==> config.mk <==
export PLATFORM = sky130hd
export DESIGN_NAME = port_ctl
export DESIGN_NICKNAME = d
export VERILOG_FILES = /design/src/verilog/port_ctl_pkg.sv /design/src/verilog/port_ctl.sv
export VERILOG_INCLUDE_DIRS = /design/src /design/src/verilog
export SDC_FILE = /design/constraint.sdc
export NUM_CORES = 1
export LEC_CHECK = 0
export BUFFER_PORTS_ARGS = -buffer_cell sky130_fd_sc_hd__buf_4
export CAP_MARGIN = 20
export CORE_MARGIN = 5
export CORE_UTILIZATION = 30
export CTS_CLUSTER_SIZE = 10
export DETAILED_ROUTE_END_ITERATION = 10
export PLACE_DENSITY = 0.7
export SLEW_MARGIN = 25
export SYNTH_ARGS = -nofsm -noshare
export SYNTH_HDL_FRONTEND = slang
export SYNTH_SLANG_ARGS = --single-unit
export TNS_END_PERCENT = 100
==> constraint.sdc <==
create_clock -name clk -period 1 [get_ports clk]
set_input_delay 0.2 -clock clk [delete_from_list [all_inputs] [get_ports clk]]
set_output_delay 0.2 -clock clk [all_outputs]
set_load 0.005 [all_outputs]
==> src/verilog/port_ctl_defs.svh <==
// field positions, widths and reset values of the port control fields
`ifndef PORT_CTL_DEFS_SVH
`define PORT_CTL_DEFS_SVH
`define PTS_LSB 16
`define PTS_MSB 19
`define PLS_LSB 14
`define PLS_MSB 15
`define PHC_BIT 13
`define PPO_BIT 12
`define PTS_RESET 4'h0
`define PLS_RESET 2'h0
`define PHC_RESET 1'b1
`define PPO_RESET 1'b0
`endif

==> src/verilog/port_ctl_pkg.sv <==
// types of the port control block
package port_ctl_pkg;
  typedef enum logic [3:0] {
    TEST_OFF = 4'h0,
    TEST_J = 4'h1,
    TEST_K = 4'h2,
    TEST_SE0_NAK = 4'h3,
    TEST_PACKET = 4'h4,
    TEST_FORCE_ENABLE = 4'h5
  } test_code_type;
  typedef enum logic [1:0] {
    LED_OFF = 2'h0,
    LED_AMBER = 2'h1,
    LED_GREEN = 2'h2,
    LED_UNDEF = 2'h3
  } led_code_type;
endpackage

==> src/verilog/port_ctl.sv <==
// port test, indicator, ownership and power control of one root port
//
// Summary of operation
// RULE1 - test codes 4 packet, 5 force enable, 6 to 15 reserved
// RULE2 - indicator writes ignored without indicator capability
// RULE3 - indicator 00 off, 01 amber, 10 green
// RULE4 - ownership bit resets to one
// RULE5 - configured flag rise clears ownership bit
// RULE6 - configured flag low forces ownership to one
// RULE7 - software hands non high-speed ports to companion
// RULE8 - ownership one means companion owns the port
// RULE9 - no power switching: power bit reads one
// RULE10 - power switching: power bit writable, shows switch
// RULE11 - unpowered port is nonfunctional, reports nothing
// RULE12 - overcurrent on powered port removes power (code removes it only with power switching capability)
// RULE13 - test code zero means normal operation
// RULE14 - undefined codes leave leds off, port normal
`timescale 1ns/1ps
`include "port_ctl_defs.svh"

module port_ctl (
  input wire logic clk,
  input wire logic rst_n,
  input wire logic indicator_capability,
  input wire logic power_switch_capability,
  input wire logic configured_flag,
  input wire logic overcurrent_in,
  input wire logic reg_wr,
  input wire logic [31:0] reg_wdata,
  output logic [31:0] reg_rdata,
  output logic led_amber,
  output logic led_green,
  output logic port_handover_to_companion,
  output logic hs_owns_port,
  output logic port_power_on,
  output logic port_functional,
  output logic test_active,
  output logic test_j,
  output logic test_k,
  output logic test_se0_nak,
  output logic test_packet,
  output logic test_force_enable
);

  logic rst_meta_reg;
  logic rst_sync_reg;
  logic [3:0] test_reg;
  logic [3:0] test_next;
  logic [1:0] led_reg;
  logic [1:0] led_next;
  logic owner_reg;
  logic owner_next;
  logic power_reg;
  logic power_next;
  logic cfg_prev_reg;
  logic [31:0] rdata_reg;
  logic [31:0] rdata_next;
  logic [6:0] outs_reg;
  logic [6:0] outs_next;
  logic cfg_rise;
  logic power_eff;
  logic oc_trip;
  logic led_code_amber;
  logic led_code_green;
  logic test_known;

  // reset release through two flops
  always_ff @(posedge clk or negedge rst_n) begin
    if (!rst_n) begin
      rst_meta_reg <= 1'b0;
      rst_sync_reg <= 1'b0;
    end else begin
      rst_meta_reg <= 1'b1;
      rst_sync_reg <= rst_meta_reg;
    end
  end

  function automatic logic code_is(input logic [3:0] code, input port_ctl_pkg::test_code_type t);
    code_is = (code == t);
  endfunction

  assign cfg_rise = configured_flag && !cfg_prev_reg;
  // without switches the port is always powered
  assign power_eff = power_switch_capability ? power_reg : 1'b1; // RULE9 RULE10
  assign oc_trip = power_switch_capability && power_reg && overcurrent_in; // RULE12

  assign test_next = reg_wr ? reg_wdata[`PTS_MSB:`PTS_LSB] : test_reg;
  // writes without indicator capability are dropped
  assign led_next = (reg_wr && indicator_capability) ?
    reg_wdata[`PLS_MSB:`PLS_LSB] : led_reg; // RULE2
  // configured flag low forces, its rise clears, both above software writes
  assign owner_next = !configured_flag ? 1'b1 : // RULE6
    cfg_rise ? 1'b0 : // RULE5
    reg_wr ? reg_wdata[`PHC_BIT] : owner_reg; // RULE7
  // overcurrent wins over a write of one
  assign power_next = oc_trip ? 1'b0 : // RULE12
    (reg_wr && power_switch_capability) ? reg_wdata[`PPO_BIT] : power_reg; // RULE10

  always_ff @(posedge clk or negedge rst_sync_reg) begin
    if (!rst_sync_reg) begin
      test_reg <= `PTS_RESET;
      led_reg <= `PLS_RESET;
      owner_reg <= `PHC_RESET; // RULE4
      power_reg <= `PPO_RESET;
      cfg_prev_reg <= 1'b0;
    end else begin
      test_reg <= test_next;
      led_reg <= led_next;
      owner_reg <= owner_next;
      power_reg <= power_next;
      cfg_prev_reg <= configured_flag;
    end
  end

  // decode of indicator codes, gated by indicator capability, and of test codes
  assign led_code_amber = indicator_capability && (led_reg == port_ctl_pkg::LED_AMBER); // RULE3
  assign led_code_green = indicator_capability &&
    (led_reg == port_ctl_pkg::LED_GREEN); // RULE3 RULE14
  assign test_known = (test_reg != port_ctl_pkg::TEST_OFF) && (test_reg <= 4'h5); // RULE13 RULE14

  always_comb begin
    rdata_next = 32'h0000_0000;
    rdata_next[`PTS_MSB:`PTS_LSB] = test_reg;
    rdata_next[`PLS_MSB:`PLS_LSB] = led_reg;
    rdata_next[`PHC_BIT] = owner_reg;
    rdata_next[`PPO_BIT] = power_eff; // RULE9
  end

  always_comb begin
    outs_next = 7'h00;
    if (power_eff) begin // RULE11
      outs_next[0] = test_known;
      outs_next[1] = code_is(test_reg, port_ctl_pkg::TEST_J);
      outs_next[2] = code_is(test_reg, port_ctl_pkg::TEST_K);
      outs_next[3] = code_is(test_reg, port_ctl_pkg::TEST_SE0_NAK);
      outs_next[4] = code_is(test_reg, port_ctl_pkg::TEST_PACKET); // RULE1
      outs_next[5] = code_is(test_reg, port_ctl_pkg::TEST_FORCE_ENABLE); // RULE1
      outs_next[6] = 1'b1;
    end
  end

  always_ff @(posedge clk or negedge rst_sync_reg) begin
    if (!rst_sync_reg) begin
      rdata_reg <= 32'h0000_0000;
      outs_reg <= 7'h00;
    end else begin
      rdata_reg <= rdata_next;
      outs_reg <= outs_next;
    end
  end

  assign reg_rdata = rdata_reg;
  assign test_active = outs_reg[0];
  assign test_j = outs_reg[1];
  assign test_k = outs_reg[2];
  assign test_se0_nak = outs_reg[3];
  assign test_packet = outs_reg[4];
  assign test_force_enable = outs_reg[5];
  assign port_functional = outs_reg[6];
  assign led_amber = led_code_amber;
  assign led_green = led_code_green;
  assign port_handover_to_companion = owner_reg; // RULE8
  assign hs_owns_port = !owner_reg; // RULE8
  assign port_power_on = power_eff;
endmodule // port_ctl

; Yosys cells after proc, flatten, opt, wreduce, memory -nomap -nowiden
; Cells that the tools add are included.
; Widths: inputs -> output; s select.
[word_totals]
output_inout_bits = 44
reg_bits = 26
word_cells = 37
input_bits = 39
[op_classes]
eq_ne = 8
n_reduce_logical = 12
mux = 7
magnitude_cmp = 1
[op_table]
columns = cell, count
row1 = $eq 4x2->1 const B, 2
row2 = $eq 4x3->1 const B, 2
row3 = $logic_and 1x1->1, 8
row4 = $mux 7, 1
row5 = $mux 1, 6
row6 = $eq 4x1->1 const B, 1
row7 = $le 4x3->1 const B, 1
row8 = $reduce_bool 4->1, 1
row9 = $ne 3x1->1 const B, 1
row10 = $eq 2x1->1 const B, 1
row11 = $eq 2x2->1 const B, 1
row12 = $logic_not 1->1, 2
row13 = $reduce_bool 2->1, 1

; Depth between registers and ports, before layout
[logic_depth]
depth_word = 4
ltp_mapped = 4
depth_no_buf = 4

; Worst setup path before layout
; OpenSTA, ideal clock, no wires.
[synth_path]
kind = reg-to-reg
start = reg power_reg
end = reg outs_reg[3]
period_less_slack_ns = 0.875
path_slack_ns = 0.125
n_path_buf = 0
required_ns = 0.881
setup_time_ns = 0.119
stages_incl_launch_ff = 5
arrival_ns = 0.756
path_cell_list = dfrtp_1 -> nor2b_4 -> inv_2 -> nand2_1 -> nor2_1
[synth_via]
elab_chain_len = 2
[synth_rtl]
columns = item, line
row1 = "start, declared", port_ctl.sv:53  ; logic power_reg;
row2 = "start signal, assigned", port_ctl.sv:104  ; power_reg <= `PPO_RESET;
row3 = "start signal, assigned", port_ctl.sv:110  ; power_reg <= power_next;
row4 = $mux 1, port_ctl.sv:84  ; assign power_eff = power_switch_capability ? power_reg : 1'b1;
row5 = named net port_power_on, port_ctl.sv:35  ; output logic port_power_on,
row6 = $mux 7, port_ctl.sv:131  ; if (power_eff) begin
row7 = named net outs_next[3], port_ctl.sv:59  ; logic [6:0] outs_next;
row8 = "end signal, assigned", port_ctl.sv:148  ; outs_reg <= outs_next;
row9 = "end, declared", port_ctl.sv:58  ; logic [6:0] outs_reg;
; The timed path passes the listed nets, and every way through them passes these cells.
; A chain may end at the register's enable or synchronous reset.

; Worst setup path after layout
[layout_path]
start = reg led_reg[0]
end = out led_green
[layout_via]
elab_chain_len = 2
[layout_rtl]
columns = item, line
row1 = "start, declared", port_ctl.sv:49  ; logic [1:0] led_reg;
row2 = "start signal, assigned", port_ctl.sv:102  ; led_reg <= `PLS_RESET;
row3 = "start signal, assigned", port_ctl.sv:108  ; led_reg <= led_next;
row4 = $eq 2x2->1, port_ctl.sv:118  ; (led_reg == port_ctl_pkg::LED_GREEN);
row5 = $logic_and 1x1->1, port_ctl.sv:117  ; assign led_code_green = indicator_capability &&
row6 = "end, declared", port_ctl.sv:32  ; output logic led_green,
; Every way passes these cells.

==> summary.md <==
| Metric | Value |
|---|---|
| Initial Util | `0.315` |
| Tcrit/Tclk final | `1.26` |
| Max FFs per register | `8` |
| Vias | `666` |
| Worst-path clk slew | `0.12 ns` |
| Crit Path Class | `flop to primary output` |
| Number of distinct library cells after synthesis | `20` |
| Top cells by count, synth | `buf_4, dfrtp_1, nand2_1, nor2_1, mux2_2` |
| First-pass GRT wire length | `3080 µm` |
| Root buf cell | `clkbuf_4` |
| Grt ovf | `0` |
| Reg2reg end | `outs_reg[1]$_DFF_PN0_` |
| # diodes | `0` |
| Seq. cell area | `629 µm²` |
| Yosys top cell area share | `0.563` |
| Die height | `69.6 µm` |
| First drt pass iteration count | `2` |
| F_max | `796 MHz` |
| Req. time, crit path | `0.80 ns` |
| Area delta synth->final | `38.6%` |
| Total GRT Usage | `0.0788` |
| H-Tree Depth | `1` |
| Hold EP | `power_reg$_DFFE_PN0P_` |
| Most common cell in the netlist | `buf_4` |
| Worst Setup Start Kind | `flop` |
| Fillers | `302` |
| Worst EP arrival | `1.06 ns` |
| Yosys warnings | `0` |
| Top post-synthesis cells by area | `dfrtp_1, buf_4, mux2_2` |
| Total die area | `4850 µm²` |
| Hold path start | `power_switch_capability` |
| Failing checks | `setup timing` |
| Unrepaired setup endpoints after global routing | `true` |
| GP Congestion | `0.669` |
| Nets@finish | `169` |
| Final Instance Count excl. Fillers | `175` |
| CORE AREA | `3390 µm²` |
| Synthesis-stage register bit count | `25` |
| Mapped Cells | `86` |
| Pre-CTS setup slack | `0.0351 ns` |
| P_leak | `0.000744 µW` |
| Worst hold path cell count | `2` |
| Slew Viols, Final | `0` |
| Area occupied by multi-input gates | `343 µm²` |
| Share of cells above drive strength 1 | `0.473` |
| Status | `finished, violations left` |
| Vias per inst | `3.81` |
| Number of global-route vias before repair | `676` |
| Synth Cell Area | `1070 µm²` |
| # IOs | `83` |
| CTS tree | `yes` |
| R2r setup slk | `-0.04 ns` |
| Longest Clk Path Bufs | `2` |
| Initial antenna violation count | `0` |
| Worst Hold Class | `input pin to flop` |
| Worst Setup End Kind | `primary output` |
| Worst setup path start | `led_reg[0]$_DFFE_PN0P_` |
| Number of max-cap violations | `0` |
| DRC | `0` |
| Detail Route Antenna Nets | `0` |
| Register area share after synthesis | `0.587` |
| Placed insts | `164` |
| TritonCTS Buffers | `3` |
| Dominant synthesized flop cell | `dfrtp_1` |
| Post-synth ARST share | `1.00` |
| Most area-hungry cell type in the Yosys netlist | `dfrtp_1` |
| Per-cell routed wire length | `11.3 µm` |
| Syn Area/Cell | `12.4 µm²` |
| Fin crit period | `1.26 ns` |
| Setup ws final | `-0.256 ns` |
| Final wirelength | `1970 µm` |
| Pwr/cell area | `1390 nW/µm²` |
| CTS Sinks | `25` |
| VDD IR-drop max | `0.000498 V` |
| FF-to-FF Start | `power_reg$_DFFE_PN0P_` |
| Rows | `21` |
| Final count of hold timing violations | `0` |
| CP max FO | `4` |
| EDFF count, synth | `0` |
| Iteration-0 DRC Markers | `34` |
| Layout Skew | `0.000490 ns` |
| R2R depth | `6` |
| Die Wd | `69.6 µm` |
| Worst skew pair latency | `0.30 ns` |
| Final setup vio count | `23` |
| Pin count of the biggest net entering global routing | `17` |
| I/O Buffers | `34` |
==> critical path: stages, from the launching register on <==
cell     delay (ns)
dfrtp_1        0.43
and3b_1        0.22
buf_4          0.10
==> metal layers <==
layer	routed length, µm	GRT usage	up-vias	share of wire
li1	-	-	308	-
met1	731	0.0867	315	0.37
met2	1010	0.140	43	0.51
met3	232	0.0261	0	0.12
met4	0	0.0298	0	0
met5	0	0	-	0
==> repair_timing <==
item	4_1_cts	5_1_grt
endpoints found under the setup margin	20	22
pin swaps	0	2
hold buffers	2	0
resized for setup	19	9
buffers inserted	2	3
hold endpoints to repair	3	0
==> cell type report <==
class	count	share of cell area
clock buffer	4	0.0178
inverter	4	0.0102
tap	46	0.0389
timing repair buffer	42	0.276
multi-input combinational	54	0.232
sequential	25	0.426
==> kinds of logic after synthesis <==
kind of cell,share of synthesized area
muxes,0.0797
and+or+nand+nor,0.0926
AOI/OAI and AO/OA,0.0328
other,0.00704
buffers and inverters,0.200
DFF,0.587
==> power by group <==
group          internal (µW)  switching, µW  leakage [µW]
logic                    282            159      0.000430
clock network            155            260     0.0000150
registers               1110           94.9      0.000299
total                   1540            514      0.000744
==> metrics by stage <==
| step | util | setup TNS [ns] | area, µm² | total power [µW] | hold slack [ns] |
|---|---|---|---|---|---|
| global route | 0.436 | -2.58 | 1480 | 2190 | 0.0614 |
| floorplan | - | 0 | 1150 | 1410 | -0.0956 |
| global placement | 0.380 | 0 | 1290 | 1520 | -0.0170 |
| detailed placement | 0.380 | 0 | 1290 | 1540 | -0.0137 |
| finish | 0.436 | -1.34 | 1480 | 2060 | 0.0846 |
| CTS | 0.418 | -1.54 | 1420 | 2030 | 0.0654 |
==> cells in the final DEF (no fill, tap or decap) <==
| master | instances |
|---|---|
| conb_1 | 25 |
| dfrtp_1 | 22 |
| buf_6 | 20 |
| buf_4 | 19 |
| nor2_1 | 5 |
| nand2_1 | 4 |
| mux2_2 | 4 |
| clkbuf_4 | 3 |
| inv_2 | 2 |
| nand2_4 | 2 |
| nor3_2 | 2 |
| mux2_4 | 2 |
| inv_1 | 2 |
| o21ai_0 | 2 |
| a21oi_1 | 2 |
| dlygate4sd3_1 | 2 |
| dfrtp_2 | 2 |
| nor2b_4 | 1 |
| nor3_1 | 1 |
| nor4_2 | 1 |
| a2111oi_4 | 1 |
| and3b_1 | 1 |
| mux2i_1 | 1 |
| clkbuf_1 | 1 |
| buf_12 | 1 |
| dfstp_2 | 1 |
==> how the worst max path moves through the flow <==
stage	end	cells after the start
after global routing	led_green	2
after detailed placement	port_power_on	3
final	led_green	2
after floorplan	outs_reg[3]$_DFF_PN0_	4
after global placement	port_power_on	3
after CTS	led_green	2
Note: power is estimated with default switching activity, not from simulation.
